<file path="src/itf_pkg.sv">
// Constants shared by the input terminal function logic.
package itf_pkg;
    localparam int NUM_IN = 7;
    localparam int NUM_FN = 11;
    localparam int ADDR_W = 12;
    localparam int LIM_W  = 16;

    // Terminal function codes as set in the per-input function registers.
    localparam logic [7:0] FN_SRC_DIGITAL  = 8'h33;
    localparam logic [7:0] FN_SRC_AI1      = 8'h34;
    localparam logic [7:0] FN_SRC_AI2      = 8'h35;
    localparam logic [7:0] FN_SRC_PULSE    = 8'h37;
    localparam logic [7:0] FN_SRC_COMM     = 8'h38;
    localparam logic [7:0] FN_RUN_ENABLE   = 8'h39;
    localparam logic [7:0] FN_REV_OVERRIDE = 8'h44;
    localparam logic [7:0] FN_REV_PROHIBIT = 8'h45;
    localparam logic [7:0] FN_CUTOFF       = 8'h79;
    localparam logic [7:0] FN_WIRING       = 8'h7a;
    localparam logic [7:0] FN_BRAKE_RESET  = 8'h7b;
    localparam logic [7:0] FN_CODES [NUM_FN] = '{
        FN_SRC_DIGITAL, FN_SRC_AI1, FN_SRC_AI2, FN_SRC_PULSE,
        FN_SRC_COMM, FN_RUN_ENABLE, FN_REV_OVERRIDE,
        FN_REV_PROHIBIT, FN_CUTOFF, FN_WIRING, FN_BRAKE_RESET};
    localparam int FI_SRC_DIGITAL  = 0;
    localparam int FI_SRC_AI1      = 1;
    localparam int FI_SRC_AI2      = 2;
    localparam int FI_SRC_PULSE    = 3;
    localparam int FI_SRC_COMM     = 4;
    localparam int FI_RUN_ENABLE   = 5;
    localparam int FI_REV_OVERRIDE = 6;
    localparam int FI_REV_PROHIBIT = 7;
    localparam int FI_CUTOFF       = 8;
    localparam int FI_WIRING       = 9;
    localparam int FI_BRAKE_RESET  = 10;

    // Main frequency source codes driven on main_source_o.
    localparam logic [2:0] SRC_DIGITAL = 3'h1;
    localparam logic [2:0] SRC_AI1     = 3'h2;
    localparam logic [2:0] SRC_AI2     = 3'h3;
    localparam logic [2:0] SRC_PULSE   = 3'h5;
    localparam logic [2:0] SRC_COMM    = 3'h6;

    localparam logic [1:0] OVR_NONE  = 2'h0;
    localparam logic [1:0] OVR_MODE1 = 2'h1;
    localparam logic [1:0] OVR_MODE2 = 2'h2;

    localparam logic [11:0] ADDR_POL_CONTACT = 12'h000;
    localparam logic [11:0] ADDR_POL_ANALOG  = 12'h004;
    localparam logic [11:0] ADDR_FUNC_BASE   = 12'h008;
    localparam logic [11:0] ADDR_STRIDE      = 12'h004;
    localparam logic [11:0] ADDR_CTRL        = 12'h024;
    localparam logic [11:0] ADDR_STATUS      = 12'h028;
    localparam logic [11:0] ADDR_IRQ_STAT    = 12'h02c;
    localparam logic [11:0] ADDR_IRQ_MASK    = 12'h030;
    localparam logic [11:0] ADDR_WIRE_VALID  = 12'h034;
    localparam logic [11:0] ADDR_WIRE_INVAL  = 12'h038;

    localparam int CTRL_SRC_LSB   = 0;
    localparam int CTRL_MAIN_ACT  = 4;
    localparam int CTRL_MULTISTEP = 5;
    localparam int CTRL_REV_PROH  = 6;
    localparam int CTRL_OVR_LSB   = 8;
    localparam int CTRL_CUT_EXT   = 10;
    localparam int CTRL_W         = 11;

    localparam int IRQ_CUTOFF = 0;
    localparam int IRQ_WIRING = 1;
    localparam int IRQ_BRAKE  = 2;
    localparam int IRQ_W      = 3;

    localparam logic [4:0]        POL_C_RST = 5'h00;
    localparam logic [1:0]        POL_A_RST = 2'h0;
    localparam logic [CTRL_W-1:0] CTRL_RST  = 11'h000;
    localparam logic [LIM_W-1:0]  LIM_RST   = 16'h0000;
endpackage : itf_pkg

</file>
<file path="src/itf_term_decode.sv">
// Polarity and terminal function decoding for all logic inputs.
`timescale 1ns/100ps
`default_nettype none
module itf_term_decode #(
    parameter int NI = itf_pkg::NUM_IN,
    parameter int NF = itf_pkg::NUM_FN
) (
    input  wire logic                  clk_i,
    input  wire logic                  rst_i,
    input  wire logic [NI-1:0]         raw_i,
    input  wire logic [NI-1:0]         pol_i,
    input  wire logic [NI-1:0][7:0]    func_i,
    output logic      [NI-1:0]         valid_o,
    output logic      [NF-1:0][NI-1:0] assigned_o,
    output logic      [NF-1:0][NI-1:0] active_o
);
    typedef struct packed {
        logic [NI-1:0]         valid;
        logic [NF-1:0][NI-1:0] asg;
        logic [NF-1:0][NI-1:0] act;
    } itf_dec_s;
    itf_dec_s s_r;
    itf_dec_s s_nxt;
    logic [NI-1:0] sense;

    // Polarity is applied first so every function sees the valid level.
    assign sense = raw_i ^ pol_i;

    always_comb
    begin
        s_nxt       = s_r;
        s_nxt.valid = sense;
        for (int f = 0; f < NF; f++)
        begin
            for (int i = 0; i < NI; i++)
            begin
                s_nxt.asg[f][i] = (func_i[i] == itf_pkg::FN_CODES[f]);
                s_nxt.act[f][i] = s_nxt.asg[f][i] & sense[i];
            end
        end
    end

    always_ff @(posedge clk_i)
    begin
        if (rst_i)
            s_r <= '0;
        else
            s_r <= s_nxt;
    end

    assign valid_o    = s_r.valid;
    assign assigned_o = s_r.asg;
    assign active_o   = s_r.act;

    chk_pol_sense: assert property (@(posedge clk_i) disable iff (rst_i)
        (pol_i[0] != raw_i[0]) |=> valid_o[0])
        else $error("inverted input not seen as valid");
endmodule : itf_term_decode
`default_nettype wire

</file>
<file path="src/itf_hold_timer.sv">
// Dwell timer that flags a signal standing valid or invalid too long.
`timescale 1ns/100ps
`default_nettype none
module itf_hold_timer #(
    parameter int W = itf_pkg::LIM_W
) (
    input  wire logic         clk_i,
    input  wire logic         rst_i,
    input  wire logic         arm_i,
    input  wire logic         sig_i,
    input  wire logic [W-1:0] valid_lim_i,
    input  wire logic [W-1:0] inval_lim_i,
    output logic              fault_o
);
    typedef struct packed {
        logic         prev;
        logic [W-1:0] cnt;
        logic         fault;
    } itf_tmr_s;
    itf_tmr_s     s_r;
    itf_tmr_s     s_nxt;
    logic [W-1:0] lim;
    logic [W-1:0] inc;

    assign lim = sig_i ? valid_lim_i : inval_lim_i;
    assign inc = s_r.cnt + {{(W-1){1'b0}}, 1'b1};

    // A limit of zero disables the check; the count saturates so it fires once.
    always_comb
    begin
        s_nxt       = s_r;
        s_nxt.prev  = sig_i;
        s_nxt.fault = 1'b0;
        if (!arm_i || sig_i != s_r.prev)
            s_nxt.cnt = '0;
        else if (s_r.cnt != '1)
            s_nxt.cnt = inc;
        if (arm_i && sig_i == s_r.prev && lim != '0 && inc == lim)
            s_nxt.fault = 1'b1;
    end

    always_ff @(posedge clk_i)
    begin
        if (rst_i)
            s_r <= '0;
        else
            s_r <= s_nxt;
    end

    assign fault_o = s_r.fault;

    chk_wire_fire: assert property (@(posedge clk_i) disable iff (rst_i)
        fault_o |-> $past(arm_i) && $past(lim) != '0 && $past(inc) == $past(lim))
        else $error("dwell fault without limit reached");
endmodule : itf_hold_timer
`default_nettype wire

</file>
<file path="src/itf_input_logic.sv">
// Top of the input terminal function logic with its APB register file.
`timescale 1ns/100ps
`default_nettype none
module itf_input_logic #(
    parameter int NI = itf_pkg::NUM_IN,
    parameter int NF = itf_pkg::NUM_FN,
    parameter int LW = itf_pkg::LIM_W
) (
    input  wire logic        clk_i,
    input  wire logic        rst_i,
    input  wire logic        psel_i,
    input  wire logic        penable_i,
    input  wire logic        pwrite_i,
    input  wire logic [11:0] paddr_i,
    input  wire logic [31:0] pwdata_i,
    output logic      [31:0] prdata_o,
    output logic             pready_o,
    output logic             pslverr_o,
    input  wire logic        contact_input_one_i,
    input  wire logic        contact_input_two_i,
    input  wire logic        contact_input_three_i,
    input  wire logic        contact_input_four_i,
    input  wire logic        contact_input_five_i,
    input  wire logic        analog_input_one_i,
    input  wire logic        analog_input_two_i,
    input  wire logic        run_cond_i,
    input  wire logic        brake_trig_i,
    output logic      [2:0]  main_source_o,
    output logic             run_allowed_o,
    output logic             reverse_allowed_o,
    output logic             brake_o,
    output logic             material_cutoff_fault_o,
    output logic             wiring_detect_fault_o,
    output logic             irq_o
);
    typedef struct packed {
        logic [4:0]                         pol_c;
        logic [1:0]                         pol_a;
        logic [NI-1:0][7:0]                 func;
        logic [itf_pkg::CTRL_W-1:0]         ctrl;
        logic [LW-1:0]                      wv;
        logic [LW-1:0]                      wi;
        logic [itf_pkg::IRQ_W-1:0]          irq_st;
        logic [itf_pkg::IRQ_W-1:0]          irq_mask;
        logic                               brake;
        logic [2:0]                         src;
        logic                               run_ok;
        logic                               rev_ok;
        logic [31:0]                        rdata;
        logic                               slverr;
    } itf_top_s;

    itf_top_s                s_r;
    itf_top_s                s_nxt;
    logic [NI-1:0]           raw;
    logic [NI-1:0]           pol;
    logic [NI-1:0]           valid;
    logic [NF-1:0][NI-1:0]   asg;
    logic [NF-1:0][NI-1:0]   act;
    logic [NI-1:0]           wire_flt;
    logic [NF-1:0]           any_act;
    logic                    sw_any;
    logic                    sw_take;
    logic [2:0]              pick;
    logic                    run_en;
    logic                    prohibit;
    logic                    rev_ok;
    logic [1:0]              ovr;
    logic [itf_pkg::IRQ_W-1:0] ev;
    logic                    setup;
    logic                    wr;
    logic [31:0]             rd;
    logic                    hit;
    logic [11:0]             fa;

    ////////////////////////////////////////////////////////////////////////////////
    // Terminal decode and wiring timers.

    assign raw = {analog_input_two_i, analog_input_one_i, contact_input_five_i,
                  contact_input_four_i, contact_input_three_i,
                  contact_input_two_i, contact_input_one_i};
    assign pol = {s_r.pol_a, s_r.pol_c};

    itf_term_decode #(
        .NI (NI),
        .NF (NF)
    ) u_dec (
        .clk_i      (clk_i),
        .rst_i      (rst_i),
        .raw_i      (raw),
        .pol_i      (pol),
        .func_i     (s_r.func),
        .valid_o    (valid),
        .assigned_o (asg),
        .active_o   (act)
    );

    genvar gi;
    generate
        for (gi = 0; gi < NI; gi++)
        begin : g_wire
            itf_hold_timer #(
                .W (LW)
            ) u_tmr (
                .clk_i       (clk_i),
                .rst_i       (rst_i),
                .arm_i       (asg[itf_pkg::FI_WIRING][gi]),
                .sig_i       (valid[gi]),
                .valid_lim_i (s_r.wv),
                .inval_lim_i (s_r.wi),
                .fault_o     (wire_flt[gi])
            );
        end
        for (gi = 0; gi < NF; gi++)
        begin : g_any
            assign any_act[gi] = |act[gi];
        end
    endgenerate

    ////////////////////////////////////////////////////////////////////////////////
    // Terminal functions.

    assign sw_any = any_act[itf_pkg::FI_SRC_DIGITAL] | any_act[itf_pkg::FI_SRC_AI1]
                  | any_act[itf_pkg::FI_SRC_AI2] | any_act[itf_pkg::FI_SRC_PULSE]
                  | any_act[itf_pkg::FI_SRC_COMM];
    assign sw_take = s_r.ctrl[itf_pkg::CTRL_MAIN_ACT]
                   & ~s_r.ctrl[itf_pkg::CTRL_MULTISTEP] & sw_any;

    // Lower function code wins when several switch terminals are valid.
    always_comb
    begin
        pick = s_r.ctrl[itf_pkg::CTRL_SRC_LSB +: 3];
        if (sw_take)
        begin
            if (any_act[itf_pkg::FI_SRC_DIGITAL])
                pick = itf_pkg::SRC_DIGITAL;
            else if (any_act[itf_pkg::FI_SRC_AI1])
                pick = itf_pkg::SRC_AI1;
            else if (any_act[itf_pkg::FI_SRC_AI2])
                pick = itf_pkg::SRC_AI2;
            else if (any_act[itf_pkg::FI_SRC_PULSE])
                pick = itf_pkg::SRC_PULSE;
            else
                pick = itf_pkg::SRC_COMM;
        end
    end

    // An input not assigned to run enable cannot veto it, so none assigned reads valid.
    assign run_en = &(valid | ~asg[itf_pkg::FI_RUN_ENABLE]);

    assign prohibit = any_act[itf_pkg::FI_REV_PROHIBIT]
                    | s_r.ctrl[itf_pkg::CTRL_REV_PROH];
    assign ovr = s_r.ctrl[itf_pkg::CTRL_OVR_LSB +: 2];

    always_comb
    begin
        rev_ok = ~prohibit;
        if (ovr == itf_pkg::OVR_MODE1)
            rev_ok = prohibit & any_act[itf_pkg::FI_REV_OVERRIDE];
        else if (ovr == itf_pkg::OVR_MODE2)
            rev_ok = ~(prohibit & any_act[itf_pkg::FI_REV_OVERRIDE]);
    end

    always_comb
    begin
        ev = '0;
        ev[itf_pkg::IRQ_CUTOFF] = s_r.ctrl[itf_pkg::CTRL_CUT_EXT]
                                & any_act[itf_pkg::FI_CUTOFF];
        ev[itf_pkg::IRQ_WIRING] = |wire_flt;
        ev[itf_pkg::IRQ_BRAKE]  = s_r.brake & any_act[itf_pkg::FI_BRAKE_RESET];
    end

    ////////////////////////////////////////////////////////////////////////////////
    // APB slave: read data and error are sampled in the setup cycle.

    assign setup = psel_i & ~penable_i;
    assign wr    = psel_i & penable_i & pwrite_i;

    always_comb
    begin
        rd  = 32'h0000_0000;
        hit = 1'b1;
        fa  = 12'h000;
        if (paddr_i == itf_pkg::ADDR_POL_CONTACT)
            rd[4:0] = s_r.pol_c;
        else if (paddr_i == itf_pkg::ADDR_POL_ANALOG)
            rd[1:0] = s_r.pol_a;
        else if (paddr_i == itf_pkg::ADDR_CTRL)
            rd[itf_pkg::CTRL_W-1:0] = s_r.ctrl;
        else if (paddr_i == itf_pkg::ADDR_STATUS)
            rd = {16'h0000, 1'b0, valid, 2'b00, s_r.brake, s_r.rev_ok,
                  s_r.run_ok, s_r.src};
        else if (paddr_i == itf_pkg::ADDR_IRQ_STAT)
            rd[itf_pkg::IRQ_W-1:0] = s_r.irq_st;
        else if (paddr_i == itf_pkg::ADDR_IRQ_MASK)
            rd[itf_pkg::IRQ_W-1:0] = s_r.irq_mask;
        else if (paddr_i == itf_pkg::ADDR_WIRE_VALID)
            rd[LW-1:0] = s_r.wv;
        else if (paddr_i == itf_pkg::ADDR_WIRE_INVAL)
            rd[LW-1:0] = s_r.wi;
        else
        begin
            hit = 1'b0;
            for (int i = 0; i < NI; i++)
            begin
                fa = itf_pkg::ADDR_FUNC_BASE + (itf_pkg::ADDR_STRIDE * i[11:0]);
                if (paddr_i == fa)
                begin
                    rd[7:0] = s_r.func[i];
                    hit     = 1'b1;
                end
            end
        end
    end

    ////////////////////////////////////////////////////////////////////////////////
    // Next state.

    always_comb
    begin
        s_nxt        = s_r;
        s_nxt.src    = pick;
        s_nxt.run_ok = run_cond_i & run_en;
        s_nxt.rev_ok = rev_ok;
        // A new brake request outranks a reset in the same cycle.
        s_nxt.brake  = brake_trig_i
                     | (s_r.brake & ~any_act[itf_pkg::FI_BRAKE_RESET]);
        if (setup)
        begin
            s_nxt.rdata  = rd;
            s_nxt.slverr = ~hit;
        end
        s_nxt.irq_st = s_r.irq_st;
        if (wr && paddr_i == itf_pkg::ADDR_POL_CONTACT)
            s_nxt.pol_c = pwdata_i[4:0];
        else if (wr && paddr_i == itf_pkg::ADDR_POL_ANALOG)
            s_nxt.pol_a = pwdata_i[1:0];
        else if (wr && paddr_i == itf_pkg::ADDR_CTRL)
            s_nxt.ctrl = pwdata_i[itf_pkg::CTRL_W-1:0];
        else if (wr && paddr_i == itf_pkg::ADDR_IRQ_STAT)
            s_nxt.irq_st = s_r.irq_st & ~pwdata_i[itf_pkg::IRQ_W-1:0];
        else if (wr && paddr_i == itf_pkg::ADDR_IRQ_MASK)
            s_nxt.irq_mask = pwdata_i[itf_pkg::IRQ_W-1:0];
        else if (wr && paddr_i == itf_pkg::ADDR_WIRE_VALID)
            s_nxt.wv = pwdata_i[LW-1:0];
        else if (wr && paddr_i == itf_pkg::ADDR_WIRE_INVAL)
            s_nxt.wi = pwdata_i[LW-1:0];
        else if (wr)
        begin
            for (int i = 0; i < NI; i++)
            begin
                if (paddr_i == itf_pkg::ADDR_FUNC_BASE + (itf_pkg::ADDR_STRIDE * i[11:0]))
                    s_nxt.func[i] = pwdata_i[7:0];
            end
        end
        // Events are OR-ed after the clear so a same-cycle event is kept.
        s_nxt.irq_st = s_nxt.irq_st | ev;
    end

    always_ff @(posedge clk_i)
    begin
        if (rst_i)
        begin
            s_r       <= '0;
            s_r.pol_c <= itf_pkg::POL_C_RST;
            s_r.pol_a <= itf_pkg::POL_A_RST;
            s_r.ctrl  <= itf_pkg::CTRL_RST;
            s_r.wv    <= itf_pkg::LIM_RST;
            s_r.wi    <= itf_pkg::LIM_RST;
        end
        else
            s_r <= s_nxt;
    end

    ////////////////////////////////////////////////////////////////////////////////
    // Outputs.

    assign prdata_o                = s_r.rdata;
    assign pready_o                = 1'b1;
    assign pslverr_o               = psel_i & penable_i & s_r.slverr;
    assign main_source_o           = s_r.src;
    assign run_allowed_o           = s_r.run_ok;
    assign reverse_allowed_o       = s_r.rev_ok;
    assign brake_o                 = s_r.brake;
    assign material_cutoff_fault_o = s_r.irq_st[itf_pkg::IRQ_CUTOFF];
    assign wiring_detect_fault_o   = s_r.irq_st[itf_pkg::IRQ_WIRING];
    assign irq_o                   = |(s_r.irq_st & s_r.irq_mask);

    ////////////////////////////////////////////////////////////////////////////////
    // Checks.

    chk_src_base: assert property (@(posedge clk_i) disable iff (rst_i)
        !s_r.ctrl[itf_pkg::CTRL_MAIN_ACT] |=> main_source_o == $past(s_r.ctrl[itf_pkg::CTRL_SRC_LSB +: 3]))
        else $error("main source switched while not taking part");

    chk_src_prio: assert property (@(posedge clk_i) disable iff (rst_i)
        (sw_take && any_act[itf_pkg::FI_SRC_DIGITAL] && any_act[itf_pkg::FI_SRC_COMM])
        |=> main_source_o == itf_pkg::SRC_DIGITAL)
        else $error("switch priority not honoured");

    chk_run_default: assert property (@(posedge clk_i) disable iff (rst_i)
        (asg[itf_pkg::FI_RUN_ENABLE] == '0 && run_cond_i) |=> run_allowed_o)
        else $error("unassigned run enable blocked running");

    chk_run_and: assert property (@(posedge clk_i) disable iff (rst_i)
        |(asg[itf_pkg::FI_RUN_ENABLE] & ~valid) |=> !run_allowed_o)
        else $error("invalid run enable terminal ignored");

    chk_run_refuse: assert property (@(posedge clk_i) disable iff (rst_i)
        run_allowed_o |-> $past(run_cond_i) && $past(run_en))
        else $error("running allowed without enable");

    chk_rev_mode1: assert property (@(posedge clk_i) disable iff (rst_i)
        (ovr == itf_pkg::OVR_MODE1 && !any_act[itf_pkg::FI_REV_OVERRIDE])
        |=> !reverse_allowed_o)
        else $error("mode 1 allowed reverse without override");

    chk_rev_mode2: assert property (@(posedge clk_i) disable iff (rst_i)
        (ovr == itf_pkg::OVR_MODE2 && prohibit && any_act[itf_pkg::FI_REV_OVERRIDE])
        |=> !reverse_allowed_o)
        else $error("mode 2 failed to block reverse");

    chk_rev_prohibit: assert property (@(posedge clk_i) disable iff (rst_i)
        (ovr == itf_pkg::OVR_NONE && any_act[itf_pkg::FI_REV_PROHIBIT])
        |=> !reverse_allowed_o)
        else $error("prohibit terminal did not block reverse");

    chk_cutoff_raise: assert property (@(posedge clk_i) disable iff (rst_i)
        ev[itf_pkg::IRQ_CUTOFF] |=> material_cutoff_fault_o)
        else $error("cutoff fault not raised");

    chk_wire_raise: assert property (@(posedge clk_i) disable iff (rst_i)
        (|wire_flt) |=> wiring_detect_fault_o)
        else $error("wiring fault not raised");

    chk_brake_reset: assert property (@(posedge clk_i) disable iff (rst_i)
        (brake_o && any_act[itf_pkg::FI_BRAKE_RESET] && !brake_trig_i) |=> !brake_o)
        else $error("brake not reset by terminal");
endmodule : itf_input_logic
`default_nettype wire

</file>
<file path="config.mk">
export PLATFORM = sky130hd
export DESIGN_NAME = itf_input_logic
export DESIGN_NICKNAME = d
export VERILOG_FILES = /design/src/itf_pkg.sv /design/src/itf_term_decode.sv /design/src/itf_hold_timer.sv /design/src/itf_input_logic.sv
export SDC_FILE = /design/constraint.sdc
export NUM_CORES = 1
export LEC_CHECK = 0
export BUFFER_PORTS_ARGS = -buffer_cell sky130_fd_sc_hd__clkbuf_2
export CAP_MARGIN = 20
export CELL_PAD_IN_SITES_DETAIL_PLACEMENT = 0
export CELL_PAD_IN_SITES_GLOBAL_PLACEMENT = 2
export CORE_ASPECT_RATIO = 2
export CORE_MARGIN = 2
export CORE_UTILIZATION = 38
export CTS_BUF_LIST = sky130_fd_sc_hd__clkbuf_16
export DETAILED_ROUTE_END_ITERATION = 16
export PLACE_DENSITY = 0.85
export SETUP_SLACK_MARGIN = 0.1
export SKIP_CTS_REPAIR_TIMING = 1
export SYNTH_ARGS = -nofsm -noshare
export SYNTH_HDL_FRONTEND = slang
export SYNTH_SLANG_ARGS = --single-unit
export TNS_END_PERCENT = 50
</file>
<file path="constraint.sdc">
create_clock -name clk_i -period 3.6 [get_ports clk_i]
set_clock_uncertainty 0.15 [all_clocks]
set_input_delay 1.08 -clock clk_i [delete_from_list [all_inputs] [get_ports clk_i]]
set_output_delay 1.08 -clock clk_i [all_outputs]
set_load 0.005 [all_outputs]
</file>
==> qor.yml <==
track_usage: 0.287
slew_headroom: 0.178
cts_buffers: 35
tns_ns: 0
cp_top_family: "simple AND/OR/NAND/NOR gates"
synth_edf_count: 0
reg2reg_depth: 6
ios: 101
hold_start: "s_r[61]$_SDFFE_PP0P_"
multi_input_area_um2: 10800
netlist.area_leader.share: 0.371
period_share: 0.883
hold_viol: 0
core-area_um2: 48400
ys_async_sr_fraction: 0
firstDrtPassIters: 5
area_delta_synth_final_pct: 14.0
grt_pass1_vias: 17400
synth.most_common_cell: "dfxtp_1"
worst_slew_pin_slew_ns: 1.22
end_kind: "flop"
r2r-end: "g_wire[6].u_tmr.fault_o$_SDFF_PP0_"
r2r-start: "s_r[46]$_SDFFE_PP0P_"
grt_start_max_net_pins: 62
fin_crit_ns: 3.18
clk_latency_ns: 0.56
cellLeakagePower_nw: 7.45
route.detailed.drc: 0
io_buffers: 67
fill_cells: 4862
arrival_ns: 3.40
crit_path_frequent_cell: "nor4_1"
ys.flop_type: "dfxtp_1"
crit_path_start_kind: "flop"
start_util: 0.385
avgRoutedWirePerCell_um: 25.1
path_class: "reg -> reg"
fmax_ghz: 0.315
ys_top_cells_by_count: "345 x dfxtp_1, 243 x nor2_1, 189 x mux2i_1"
irDropWorstVdd_v: 0.000320
report.final.slew_viol_count: 0
die_h_um: 317
rows: 114
cp_cell_sequence: "mux2i_1, xnor2_1, nor4_1, o2111ai_1, or4_1, nor4_1"
place_hpwl_um: 56100
synth_area_leaders: "dfxtp_1 37%, mux2i_1 10%, xnor2_1 5.5%, nor2_1 4.9%, a21oi_1 4.8%"
hold_path_end: "s_r[61]$_SDFFE_PP0P_"
synth_cells: 2227
clock_path_buffers: 3
seq_area_um2: 6910
hp-class: "reg -> reg"
wl_um: 74400
path_clk_slew_ns: 0.06
fin_nets: 2357
cts_tree: "done"
h-tree-depth: 2
synth_seq_cells: 345
yosysUniqueCellTypes: 80
cp_max_fo: 13
die_w_um: 161
power_density_nw_per_um2: 396
drt-initial-drc-count: 1325
total_power_mw: 8.42
clock_sinks: 345
yosys_warnings: 0
antenna_found_initial: 1
drive_gt1_frac: 0.122
max_stage_delay_ns: 0.88
cp_data_required_time_ns: 3.82
place_congestion: 1.02
clockRootBuffer: "clkbuf_16"
r2r_slack_ns: 0.42
dp_slack_ns: 0.0485
crit_buf_inv: 0
ys_seq_area_frac: 0.371
worst_slack_ns: 0.423
overflow: 0
die-area_um2: 50900
ant_nets: 0
yosysTopAreaCell: "dfxtp_1"
cpMaxStageDelayCell: "dfxtp_1"
max_cap_violations: 0
avgSynthCellArea_um2: 8.37
outcome: "completed"
vias: 17300
min_path_cells: 2
grt_pass1_wl_um: 109000
vias_per_cell: 5.83
syn-cell-area_um2: 18600
rsz0062_at_grt: "no"
setup-violations-final: 0
## metrics by stage
step,cell area (um^2),instances,hold WS [ns],utilization
2_1_floorplan,18700,2242,0.256,-
3_3_place_gp,20000,2893,0.307,0.413
3_5_place_dp,20000,2893,0.324,0.413
4_1_cts,21200,2956,0.333,0.439
5_1_grt,21200,2956,0.363,0.439
6_report,21200,2957,0.340,0.439
## layout make-up
cell class / count / share of cell area
antenna: 1 / 0.000118
clock inverter: 28 / 0.0188
inverter: 30 / 0.00530
tap: 638 / 0.0376
clock buffer: 35 / 0.0412
sequential: 345 / 0.325
multi-input combinational: 1685 / 0.508
timing repair buffer: 195 / 0.0637
## metal layers
| layer | track usage | part of all wire |
|---|---|---|
| met2 | 0.539 | 0.52 |
| met5 | 0 | 0 |
| met4 | 0.248 | 0.10 |
| met3 | 0.0335 | 0.048 |
| met1 | 0.276 | 0.33 |
## report_power, final
group / total, mW / switching, mW / internal (mW)
clock: 4.19 / 1.68 / 2.51
sequential: 3.86 / 0.0329 / 3.83
combinational: 0.369 / 0.243 / 0.126
## worst register-to-register path, cell delays in order, from the launching register on
cell	delay [ns]
dfxtp_1	0.88
mux2i_1	0.20
xnor2_1	0.18
nor4_1	0.31
o2111ai_1	0.19
or4_1	0.55
nor4_1	0.55
## cell usage in the layout, fill, tap and decap left out, types with 11 or more instances in the layout
master,count
xnor2_1,117
nand2b_1,18
nor3_1,82
conb_1,17
nor2_1,243
or4_1,19
dfxtp_1,345
o21ai_0,57
clkbuf_2,66
nor4_1,38
nor2b_1,28
mux2i_1,189
a22oi_1,18
nand4_1,42
a31oi_1,11
a211oi_1,12
nand2_1,174
buf_4,124
o211ai_1,13
clkbuf_16,35
nor4b_1,15
inv_1,35
and3_1,37
a21oi_1,177
xor2_1,101
nand3_1,90
and4_1,13
nand3b_1,17
## sequential cells by signal, summed over array words and instances (netlist names)
register,cells
s_r,102
run_allowed_o,1
brake_o,1
pol,7
u_dec.active_o,63
main_source_o,3
prdata_o,16
wiring_detect_fault_o,1
material_cutoff_fault_o,1
u_dec.assigned_o,14
g_wire.u_tmr.fault_o,7
ovr,2
reverse_allowed_o,1
u_dec.valid_o,7
g_wire.u_tmr.s_r,119
## worst max path at each step
stage                                      from  depth (start not counted)                                 end  slack, ns
floorplan                            paddr_i[9]                          8                s_r[46]$_SDFFE_PP0P_       0.51
global placement                     paddr_i[3]                         10            prdata_o[8]$_SDFFE_PP0P_       0.04
detailed placement                   paddr_i[3]                         10            prdata_o[8]$_SDFFE_PP0P_       0.05
CTS                 u_dec.valid_o[2]$_SDFF_PP0_                          9  g_wire[2].u_tmr.fault_o$_SDFF_PP0_       0.50
global route        u_dec.valid_o[2]$_SDFF_PP0_                          9  g_wire[2].u_tmr.fault_o$_SDFF_PP0_       0.33
finish                     s_r[46]$_SDFFE_PP0P_                          6  g_wire[6].u_tmr.fault_o$_SDFF_PP0_       0.42
## cells by family after synthesis
| logic type | Yosys count | share of synthesized area |
|---|---|---|
| simple gates | 871 | 0.238 |
| compound gates | 371 | 0.121 |
| flops | 345 | 0.371 |
| xor+xnor | 218 | 0.102 |
| buf+inv | 212 | 0.0532 |
| mux | 200 | 0.109 |
| fa+ha+maj | 8 | 0.00524 |
| other cells | 2 | 0.000403 |
(Power assumes the default switching activity.)
